===== src/ftj_pkg.sv =====
// constants and carrier types for the focus start and track jump sequencer
// assumes one 100 MHz system clock; all servo inputs already synchronous
// How it works
// - on laser start, discharge the sweep first, then drive sweep high
// - falling focus zero-cross during sweep drops sweep, closing focus loop
// - sweep with no focus_ok and no zero-cross since laser on means no disc present
// - indications seen but no lock: retry, up to three focus sweeps in all
// - mirror indicator is inverse of rf envelope, judges on or off track
// - one-track jump: accel pulse, decel from zero-cross edge for 233 us
// - mirror inhibit high during one-track jump, hiding the 17 ms brake
// - jumps of 4, 16 and 32 tracks exist beside the single track jump
// - 16-track jump accelerates for 9 track periods, counted by zero-cross
// - then decelerates 7 track periods and brakes for 17 ms
// - in brake, latch mirror on each zero-cross edge to gate tracking loop
package ftj_pkg;
  localparam int CLK_MHZ = 100;
  localparam int DECEL_1T_US = 233;
  localparam int DECEL_1T_CYC = DECEL_1T_US * CLK_MHZ;
  localparam int BRAKE_MS = 17;
  localparam int BRAKE_CYC = BRAKE_MS * 1000 * CLK_MHZ;
  localparam int DISCHARGE_US = 100;
  localparam int DISCHARGE_CYC = DISCHARGE_US * CLK_MHZ;
  localparam int SWEEP_MS = 500;
  localparam int SWEEP_CYC = SWEEP_MS * 1000 * CLK_MHZ;
  localparam int LOCK_WAIT_MS = 10;
  localparam int LOCK_WAIT_CYC = LOCK_WAIT_MS * 1000 * CLK_MHZ;
  localparam logic [1:0] SWEEP_TRIES = 2'h3;
  localparam int TIMER_W = 26;
  localparam logic [5:0] ACC_4 = 6'h02;
  localparam logic [5:0] DEC_4 = 6'h02;
  localparam logic [5:0] ACC_16 = 6'h09;
  localparam logic [5:0] DEC_16 = 6'h07;
  localparam logic [5:0] ACC_32 = 6'h11;
  localparam logic [5:0] DEC_32 = 6'h0F;

  typedef enum logic [1:0] {
    FTJ_JUMP_1 = 2'h0,
    FTJ_JUMP_4 = 2'h1,
    FTJ_JUMP_16 = 2'h2,
    FTJ_JUMP_32 = 2'h3
  } ftj_jump_t;

  typedef struct packed {
    logic start;
    ftj_jump_t size;
    logic reverse;
  } ftj_jump_cmd_t;

  typedef struct packed {
    logic sweep_discharge;
    logic focus_sweep;
    logic focus_locked;
    logic no_disc;
    logic focus_fail;
    logic busy;
  } ftj_focus_stat_t;

  typedef struct packed {
    logic jump_accel_pulse;
    logic jump_decel_pulse;
    logic mirror_inhibit;
    logic tracking_off;
    logic brake;
    logic busy;
  } ftj_track_out_t;
endpackage


===== src/ftj_focus_start.sv =====
// focus start sequencer: discharge, upward sweep, lock judgement, retries
// assumes focus_zero_cross and focus_ok are synchronous to clk_sys
`timescale 1ns/100ps
`default_nettype none
module ftj_focus_start #(
  parameter int DISCHARGE_CYCLES = ftj_pkg::DISCHARGE_CYC,
  parameter int SWEEP_CYCLES = ftj_pkg::SWEEP_CYC,
  parameter int LOCK_CYCLES = ftj_pkg::LOCK_WAIT_CYC
) (
  input wire logic clk_sys,
  input wire logic rst_b,
  input wire logic laser_on,
  input wire logic focus_zero_cross,
  input wire logic focus_ok,
  output ftj_pkg::ftj_focus_stat_t stat
);
  import ftj_pkg::*;

  typedef enum logic [2:0] {
    FS_IDLE = 3'b000,
    FS_DISCH = 3'b001,
    FS_SWEEP = 3'b011,
    FS_LOCKW = 3'b010,
    FS_LOCKED = 3'b110,
    FS_NODISC = 3'b111,
    FS_FAIL = 3'b101
  } ftj_fs_state_t;

  ftj_fs_state_t state_q;
  logic [TIMER_W-1:0] timer_q;
  logic [1:0] tries_q;
  logic seen_q;
  logic focus_zc_q;
  logic focus_zc_fall;

  assign focus_zc_fall = focus_zc_q & ~focus_zero_cross;

  always_ff @(posedge clk_sys or negedge rst_b) begin
    if (!rst_b) begin
      focus_zc_q <= 1'b1;
    end else begin
      focus_zc_q <= focus_zero_cross;
    end
  end

  always_ff @(posedge clk_sys or negedge rst_b) begin
    if (!rst_b) begin
      state_q <= FS_IDLE;
      timer_q <= '0;
      tries_q <= 2'h0;
      seen_q <= 1'b0;
    end else if (!laser_on) begin
      state_q <= FS_IDLE;
      timer_q <= '0;
      tries_q <= 2'h0;
      seen_q <= 1'b0;
    end else begin
      case (state_q)
        FS_IDLE: begin
          state_q <= FS_DISCH;
          timer_q <= TIMER_W'(DISCHARGE_CYCLES - 1);
        end
        FS_DISCH: begin
          if (timer_q == '0) begin
            state_q <= FS_SWEEP;
            timer_q <= TIMER_W'(SWEEP_CYCLES - 1);
          end else begin
            timer_q <= timer_q - 1'b1;
          end
        end
        FS_SWEEP: begin
          if (focus_ok) begin
            seen_q <= 1'b1;
          end
          if (focus_zc_fall) begin
            state_q <= FS_LOCKW;
            seen_q <= 1'b1;
            timer_q <= TIMER_W'(LOCK_CYCLES - 1);
          end else if (timer_q == '0) begin
            if (!seen_q && !focus_ok) begin
              state_q <= FS_NODISC;
            end else begin
              state_q <= FS_LOCKW;
              timer_q <= TIMER_W'(LOCK_CYCLES - 1);
            end
          end else begin
            timer_q <= timer_q - 1'b1;
          end
        end
        FS_LOCKW: begin
          if (focus_ok) begin
            state_q <= FS_LOCKED;
          end else if (timer_q == '0) begin
            // indications were seen, so retry rather than call it no disc
            if (tries_q == SWEEP_TRIES - 2'h1) begin
              state_q <= FS_FAIL;
            end else begin
              tries_q <= tries_q + 2'h1;
              state_q <= FS_DISCH;
              timer_q <= TIMER_W'(DISCHARGE_CYCLES - 1);
            end
          end else begin
            timer_q <= timer_q - 1'b1;
          end
        end
        FS_LOCKED: begin
          if (!focus_ok) begin
            state_q <= FS_LOCKW;
            timer_q <= TIMER_W'(LOCK_CYCLES - 1);
          end
        end
        FS_NODISC, FS_FAIL: begin
          state_q <= state_q;
        end
        default: begin
          state_q <= FS_IDLE;
        end
      endcase
    end
  end

  always_comb begin
    stat.sweep_discharge = (state_q == FS_DISCH);
    stat.focus_sweep = (state_q == FS_SWEEP);
    stat.focus_locked = (state_q == FS_LOCKED);
    stat.no_disc = (state_q == FS_NODISC);
    stat.focus_fail = (state_q == FS_FAIL);
    stat.busy = (state_q == FS_DISCH) || (state_q == FS_SWEEP) ||
                (state_q == FS_LOCKW);
  end
endmodule // ftj_focus_start
`default_nettype wire


===== src/ftj_sequencer.sv =====
// top of the servo sequencer: focus start plus 1/4/16/32 track jumps
// assumes host pulses jump command start for one cycle; inputs synchronous
`timescale 1ns/100ps
`default_nettype none
module ftj_sequencer #(
  parameter int DISCHARGE_CYCLES = ftj_pkg::DISCHARGE_CYC,
  parameter int SWEEP_CYCLES = ftj_pkg::SWEEP_CYC,
  parameter int LOCK_CYCLES = ftj_pkg::LOCK_WAIT_CYC,
  parameter int DECEL_1T_CYCLES = ftj_pkg::DECEL_1T_CYC,
  parameter int BRAKE_CYCLES = ftj_pkg::BRAKE_CYC
) (
  input wire logic clk_sys,
  input wire logic rst_b,
  input wire logic laser_on,
  input wire logic focus_zero_cross,
  input wire logic focus_ok,
  input wire logic rf_envelope,
  input wire logic track_zero_cross,
  input wire ftj_pkg::ftj_jump_cmd_t jump_cmd,
  output ftj_pkg::ftj_focus_stat_t focus_stat,
  output logic mirror_indicator,
  output logic jump_reverse,
  output ftj_pkg::ftj_track_out_t track_out
);
  import ftj_pkg::*;

  typedef enum logic [2:0] {
    TJ_IDLE = 3'b000,
    TJ_ACCEL = 3'b001,
    TJ_DECEL = 3'b011,
    TJ_BRAKE = 3'b010
  } ftj_tj_state_t;

  function automatic logic [5:0] accel_count(input ftj_jump_t s);
    case (s)
      FTJ_JUMP_4: accel_count = ACC_4;
      FTJ_JUMP_16: accel_count = ACC_16;
      FTJ_JUMP_32: accel_count = ACC_32;
      default: accel_count = 6'h01;
    endcase
  endfunction

  function automatic logic [5:0] decel_count(input ftj_jump_t s);
    case (s)
      FTJ_JUMP_4: decel_count = DEC_4;
      FTJ_JUMP_16: decel_count = DEC_16;
      FTJ_JUMP_32: decel_count = DEC_32;
      default: decel_count = 6'h00;
    endcase
  endfunction

  ftj_focus_start #(
    .DISCHARGE_CYCLES(DISCHARGE_CYCLES),
    .SWEEP_CYCLES(SWEEP_CYCLES),
    .LOCK_CYCLES(LOCK_CYCLES)
  ) u_focus (
    .clk_sys(clk_sys),
    .rst_b(rst_b),
    .laser_on(laser_on),
    .focus_zero_cross(focus_zero_cross),
    .focus_ok(focus_ok),
    .stat(focus_stat)
  );

  ftj_tj_state_t state_q;
  logic [TIMER_W-1:0] timer_q;
  logic [5:0] tracks_q;
  logic single_q;
  logic rev_q;
  logic mirror_q;
  logic toff_q;
  logic track_zc_q;
  logic track_zc_edge;
  ftj_jump_t jump_size_q;

  assign track_zc_edge = track_zc_q ^ track_zero_cross;

  // mirror follows the inverse of the rf envelope, registered
  always_ff @(posedge clk_sys or negedge rst_b) begin
    if (!rst_b) begin
      mirror_q <= 1'b0;
      track_zc_q <= 1'b0;
    end else begin
      mirror_q <= ~rf_envelope;
      track_zc_q <= track_zero_cross;
    end
  end

  always_ff @(posedge clk_sys or negedge rst_b) begin
    if (!rst_b) begin
      state_q <= TJ_IDLE;
      timer_q <= '0;
      tracks_q <= 6'h00;
      single_q <= 1'b0;
      rev_q <= 1'b0;
    end else begin
      case (state_q)
        TJ_IDLE: begin
          if (jump_cmd.start) begin
            state_q <= TJ_ACCEL;
            single_q <= (jump_cmd.size == FTJ_JUMP_1);
            tracks_q <= accel_count(jump_cmd.size);
            rev_q <= jump_cmd.reverse;
          end
        end
        TJ_ACCEL: begin
          if (track_zc_edge) begin
            if (single_q) begin
              state_q <= TJ_DECEL;
              timer_q <= TIMER_W'(DECEL_1T_CYCLES - 1);
            end else if (tracks_q == 6'h01) begin
              state_q <= TJ_DECEL;
              tracks_q <= decel_count(
                single_q ? FTJ_JUMP_1 : jump_size_q);
            end else begin
              tracks_q <= tracks_q - 6'h01;
            end
          end
        end
        TJ_DECEL: begin
          if (single_q) begin
            if (timer_q == '0) begin
              state_q <= TJ_BRAKE;
              timer_q <= TIMER_W'(BRAKE_CYCLES - 1);
            end else begin
              timer_q <= timer_q - 1'b1;
            end
          end else if (track_zc_edge) begin
            if (tracks_q == 6'h01) begin
              state_q <= TJ_BRAKE;
              timer_q <= TIMER_W'(BRAKE_CYCLES - 1);
            end else begin
              tracks_q <= tracks_q - 6'h01;
            end
          end
        end
        TJ_BRAKE: begin
          // commands are not looked at until this phase ends
          if (timer_q == '0) begin
            state_q <= TJ_IDLE;
          end else begin
            timer_q <= timer_q - 1'b1;
          end
        end
        default: begin
          state_q <= TJ_IDLE;
        end
      endcase
    end
  end

  always_ff @(posedge clk_sys or negedge rst_b) begin
    if (!rst_b) begin
      jump_size_q <= FTJ_JUMP_1;
    end else if (state_q == TJ_IDLE && jump_cmd.start) begin
      jump_size_q <= jump_cmd.size;
    end
  end

  // brake: mirror sampled at each zero-cross edge gates the tracking loop
  always_ff @(posedge clk_sys or negedge rst_b) begin
    if (!rst_b) begin
      toff_q <= 1'b0;
    end else if (state_q == TJ_BRAKE && !single_q) begin
      if (track_zc_edge) begin
        toff_q <= mirror_q;
      end
    end else begin
      toff_q <= 1'b0;
    end
  end

  assign mirror_indicator = mirror_q;
  assign jump_reverse = rev_q;

  always_comb begin
    track_out.jump_accel_pulse = (state_q == TJ_ACCEL);
    track_out.jump_decel_pulse = (state_q == TJ_DECEL);
    track_out.mirror_inhibit = single_q && (state_q != TJ_IDLE);
    track_out.tracking_off = toff_q;
    track_out.brake = (state_q == TJ_BRAKE) && !single_q;
    track_out.busy = (state_q != TJ_IDLE);
  end
endmodule // ftj_sequencer
`default_nettype wire


===== config.mk =====
export PLATFORM = sky130hd
export DESIGN_NAME = ftj_sequencer
export DESIGN_NICKNAME = d
export VERILOG_FILES = /design/src/ftj_pkg.sv /design/src/ftj_focus_start.sv /design/src/ftj_sequencer.sv
export SDC_FILE = /design/constraint.sdc
export NUM_CORES = 1
export LEC_CHECK = 0
export BUFFER_PORTS_ARGS = -buffer_cell sky130_fd_sc_hd__buf_2
export CORE_UTILIZATION = 35
export CTS_CLUSTER_SIZE = 20
export DETAILED_ROUTE_END_ITERATION = 10
export GPL_ROUTABILITY_DRIVEN = 0
export PLACE_DENSITY_LB_ADDON = 0.05
export SETUP_SLACK_MARGIN = 0.02
export SLEW_MARGIN = 10
export SYNTH_ARGS = -nofsm -noshare
export SYNTH_HDL_FRONTEND = slang
export SYNTH_HIERARCHICAL = 1
export SYNTH_SLANG_ARGS = --single-unit

===== constraint.sdc =====
create_clock -name clk_sys -period 2.9 [get_ports clk_sys]
set_input_delay 0.145 -clock clk_sys [delete_from_list [all_inputs] [get_ports clk_sys]]
set_output_delay 0.145 -clock clk_sys [all_outputs]
set_load 0.05 [all_outputs]

==> run metrics, run 1 <==
n_diodes 0; register area share after synthesis 37.9%; most frequent cells after synthesis dfrtp_1 (73), nand2_1 (60), nor2_1 (51), o21ai_0 (38), a21oi_1 (33); initial antenna violation count 0; # setup viols final 0; root buf cell clkbuf_16; cell taking the most area after synthesis dfrtp_1; PD cells between 500 and 600 nW/um^2; first-pass GRT wire length 23.3 mm; Slew @ Worst Pin 1.00 ns; routed wl met2 6.98 mm; largest net degree at the start of global routing 75; Crit path arrival time 2.90 ns; Critical Path Sink Type flip-flop; Synth Area in XOR/XNOR 1.25%; async set-reset flop share out of synthesis 100%; Die W 120 um; Rows 42; vias in the first global route between 4,000 and 5,000; Final Cycle Share 92.4%; CP required 3.12 ns; static leakage about 2.3 nW; # fillers around 1,400; Adder-Cell Fraction of Synth Area approximately 1.5%; post-synthesis simple-gate area fraction between 20 and 30%; CP startpoint kind flip-flop; Syn Nets 590; hold_ws -0.0482 ns; setup ws final ~0.22 ns; Warnings, synthesis 6; Setup TNS Final 0 ns; total CTS buffers 9; post-route ant nets 0; port bufs 24; Final Max Slew Viols 0; Core Area around 13,000 um^2; RSZ-0062 raised after global routing false; Vert. Die Dim 120 um; HP Class in -> async; GR Util All Layers 20.6%; clock sinks 74; Post-DP HPWL 10.1 mm; Synth area leaders dfrtp_1 (37%), nand2_1 (4.6%), nor2_1 (3.9%); status complete, but fails checks; Final Skew 0.00529 ns; layout cells sized above 1 14.1%; DRT Wirelength 14.2 mm; EDFF count, synth 0; final hold viol count 21; Die Area roughly 14,000 um^2; synthesis-stage register bit count 74; largest family of logic cells by synthesized area simple AND/OR/NAND/NOR gates; Peak VDD IR 0.313 mV; Iteration-0 DRC Markers 360; Avg Cell Area, Syn between 8 and 9 um^2; # DRC 0; drt pass-1 iters 5; Mapped Area 4890 um^2; Starting Density 36.3%; grt total ovfl 0; Clk pin slew, worst setup/hold paths 0.06 ns; later-pin clock latency in the skew report about 0.34 ns; most numerous cell in the Yosys netlist dfrtp_1; Area Overhead vs Synth 13.6%; max_cap viols 0; top layer in use met4; via count 4,590; Post-Layout Cell Count 780; post-synthesis compound-gate area fraction 26.0%; DR vias/cell between 5 and 6; H-tree levels 3; DR WL/cell 18.2 um; post-CTS sizing 0; routed wl met3 481 um; maximum clock rate 373 MHz; CTS tree built; Placed Instances 763; DRT met1 WL 6.52 mm; kind of critical path reg -> reg; Cells after Synth 573; post-synth cell types 81; post-route minimum period 2.68 ns; nets@finish around 600; pre-CTS WS 0.262 ns; clk buf depth 2; top_reg_cell synth dfrtp_1; failing checks negative hold slack; crit-path max FO 16; mux contribution to synthesized area 1.31%; IO Count 25; post-synth top area share 37.4%; max_slew headroom around a third
==> final timing paths <==
kind | from | slack [ns] | cells past startpoint | to
max in group asynchronous | rst_b | 2.27 | 1 | u_focus/timer_q[6]
min in group clk_sys | jump_cmd[0] | 0.04 | 2 | jump_reverse
worst max-delay path | u_focus/timer_q[0] | 0.22 | 8 | u_focus/timer_q[19]
worst max register to register | u_focus/timer_q[0] | 0.22 | 8 | u_focus/timer_q[19]
worst min-delay path | rst_b | -0.05 | 1 | timer_q[10]
worst min register to register | timer_q[25] | 0.48 | 1 | timer_q[25]
==> critical path, stage by stage (launching register included) <==
cell	delay, ns
dfrtp_1	0.41
inv_1	0.07
ha_1	0.21
or4b_4	0.53
nor4_4	0.19
nand3_2	0.35
nor2_1	0.41
o32ai_1	0.15
a211o_1	0.24
==> report_power, final <==
group	internal, W	leakage, nW	switching (W)
clock	0.000766	0.151	0.000420
sequential	0.00111	0.916	0.0000961
combinational	0.000184	1.20	0.000310
total	0.00206	2.27	0.000827
==> per-stage QoR <==
step | total power [W] | hold slack [ns] | util, % | instance area (um^2)
after global routing | 0.00302 | 0.0429 | 41.3 | 5550
after CTS | 0.00292 | 0.0174 | 41.3 | 5550
final | 0.00288 | -0.0482 | 41.3 | 5550
after floorplan | 0.00155 | -0.151 | - | 4890
after detailed placement | 0.00170 | 0.273 | 38.8 | 5220
after global placement | 0.00171 | 0.269 | 38.8 | 5220
==> placed cells by master (no fill, tap or decap), drive strengths merged, types with 6 or more instances in the layout <==
| cell | instances |
|---|---|
| nand2b | 10 |
| clkbuf | 11 |
| buf | 41 |
| nor3 | 28 |
| ha | 6 |
| nand2 | 60 |
| dfrtp | 73 |
| a31oi | 15 |
| inv | 20 |
| and3 | 6 |
| nor2 | 54 |
| or3 | 10 |
| o21ai | 48 |
| nor4 | 17 |
| o21a | 8 |
| o211ai | 7 |
| a21oi | 35 |
| and2 | 8 |
| nand3 | 21 |
| or2 | 6 |
==> state kept, by name, indices dropped and copies added, names as in the netlist, 2 cells and up <==
signal / cells
jump_size_q: 2
state_q: 2
timer_q: 26
tracks_q: 6
u_focus/state_q: 3
u_focus/timer_q: 26
u_focus/tries_q: 2
==> cells by family after synthesis <==
family,count (synthesis)
AO/OA/AOI/OAI,185
XOR/XNOR,7
adder cells (fa/ha/maj),6
buffers and inverters,47
flip-flops,74
multiplexers,6
AND/OR/NAND/NOR,248
==> area by class of cell <==
| class | count | area, um^2 | area share, % |
|---|---|---|---|
| inverter | 20 | 75.1 | 1.35 |
| clock inverter | 3 | 65.1 | 1.17 |
| timing repair buffer | 44 | 280 | 5.05 |
| multi-input combinational | 452 | 2820 | 50.7 |
| tap | 176 | 220 | 3.97 |
| sequential | 74 | 1850 | 33.4 |
| clock buffer | 11 | 243 | 4.37 |
==> routing by layer <==
metal | vias up | GRT usage (%)
met1 | 2267 | 25.6
met5 | - | 0
met3 | 14 | 4.67
met4 | 0 | 6.64
li1 | 2209 | -
met2 | 100 | 35.2
==> timing repair <==
action                    4_1_cts  5_1_grt
hold endpoints to repair        3        0
setup buffers                   0        0
hold buffers                    3        0
(Power assumes the default switching activity.)
==> inputs of run 2 (changes only) <==
CTS_BUF_LIST = sky130_fd_sc_hd__clkbuf_8   (was unset)
==> run 2 against run 1 <==
The flow now finishes without violations. Fmax down 0.40%. Sequential power is essentially flat. Sequential share of layout area increased by 0.50 points. Critical path type unchanged. Utilization is 0.60 points lower. Final area fell by 1.5%. Clock skew up 0.0044 ns. Critical endpoint unchanged.
==> run metrics, run 2 (synthesized netlist as in run 1, its figures left out) <==
status complete, no violations; final hold viol count 0; Die W 120 um; clk buf depth 2; CP required 3.16 ns; Post-CTS Hold Fix Bufs 5; Vert. Die Dim approximately 120 um; total CTS buffers 9; root buf cell clkbuf_8; n_diodes 0; max_cap viols 0; Starting Density 36.3%; Worst path max stage delay 0.53 ns; Die Area around 14,000 um^2; Crit path arrival time 2.95 ns; first-pass GRT wire length 23.3 mm; later-pin clock latency in the skew report 0.37 ns; CP startpoint kind flip-flop; GR Util All Layers 20.7%; static leakage between 2 and 2.5 nW; crit-path max FO 16; maximum clock rate 372 MHz; Pwr Total 0.00259 W; setup bufs post-CTS 0; Clock power frac between 30% and 40%; max_slew headroom 34.0%; IO Count 25; drt pass-1 iters 5; Core Area 13,500 um^2; fin area around 5500 um^2; initial antenna violation count 0; biggest regs timer_q: 26 flops, u_focus/timer_q: 26 flops, tracks_q: 6 flops; leading cell types in the layout, fill and taps excluded dfrtp_1 (73), nand2_1 (60), nor2_1 (51); nets@finish between 600 and 700; vias in the first global route 4,442; DR vias/cell 5.87; post-route minimum period 2.69 ns; sequential power share about 46%; Buf/Inv on CP 1; DRT Wirelength between 10 and 15 mm; cell chain of the critical path inv_1 -> ha_1 -> or4b_4 -> nor4_4 -> nand3_2 -> nor2_1 -> o32ai_1 -> a211o_1; H-tree levels 3; DR WL/cell between 15 and 20 um; Worst path top cell family by delay simple AND/OR/NAND/NOR gates; Area Overhead vs Synth 11.9%; Final Max Slew Viols 0; clock sinks 74; # setup viols final 0; Clk pin slew, worst setup/hold paths 0.08 ns; Core Util, Final 40.7%; commonest non-fill, non-tap cell in the layout dfrtp_1; Post-DP HPWL 10.1 mm; grt total ovfl 0; crit path max-delay cell type or4b_4; # DRC 0; Placed Area 5220 um^2; Slew @ Worst Pin 0.990 ns; PD cells roughly 470 nW/um^2; Critical Path Sink Type flip-flop; # fillers 1,396; kind of critical path reg -> reg; CTS tree built; Sw Pwr 0.000801 W; P_int 0.00178 W; via count 4,587; Rows 42; Final Skew 0.00966 ns; largest net degree at the start of global routing 75; post-CTS sizing 0; RSZ-0062 raised after global routing false; Sw Ratio 31.0%; post-route ant nets 0; layout cells sized above 1 14.0%; HP Class in -> reg; Peak VDD IR around 0.27 mV; port bufs 24; Comb power frac 19.2%; Setup TNS Final 0 ns; Final Cycle Share 92.8%; Iteration-0 DRC Markers 360
run 2: cell types whose count changed in the layout (fill, tap and decap cells not counted), sizes merged:
cell / change
dlygate4sd3: +2
clkbuf: -1
inv: +1
run 2: cell type report:
cell class              count  area [um^2]  area share (%)
clock buffers              10          138            2.52
inverters                  20         75.1            1.37
flip-flops and latches     74         1850            33.9
well taps                 176          220            4.02
multi-input cells         452         2820            51.5
repair buffers             46          300            5.49
clock inverters             4         68.8            1.26
run 2: worst paths after layout:
check | start | cells after the start | slack (ns) | to
worst max register to register | u_focus/timer_q[0] | 8 | 0.21 | u_focus/timer_q[19]
min in group asynchronous | rst_b | 2 | 0.46 | timer_q[10]
worst min register to register | timer_q[25] | 1 | 0.48 | timer_q[25]
worst max-delay path | u_focus/timer_q[0] | 8 | 0.21 | u_focus/timer_q[19]
max in group asynchronous | rst_b | 2 | 1.78 | u_focus/timer_q[6]
worst min-delay path | jump_cmd[1] | 2 | 0.03 | single_q
run 2: per-stage QoR:
step / setup slack, ns / std cells / hold WS, ns
floorplan: 0.451 / 573 / -0.151
global placement: 0.331 / 763 / 0.269
detailed placement: 0.262 / 763 / 0.273
CTS: 0.238 / 782 / 0.00635
global route: 0.0628 / 782 / 0.0190
finish: 0.209 / 782 / 0.0272
run 2: metal layers:
layer  track usage, %  vias to the layer above  wire length [um]
li1                 -                     2214                 -
met1             25.7                     2249              6430
met2             35.2                      110              7040
met3             4.48                       14               545
met4             7.19                        0               196
met5                0                        -                 0
run 2: power groups by stage:
stage / clock network (W) / logic [W] / registers, W
2_1_floorplan: 0 / 0.000357 / 0.00119
3_3_place_gp: 0 / 0.000493 / 0.00121
3_5_place_dp: 0 / 0.000490 / 0.00122
4_1_cts: 0.000932 / 0.000497 / 0.00120
5_1_grt: 0.000961 / 0.000543 / 0.00121
6_report: 0.000889 / 0.000497 / 0.00120
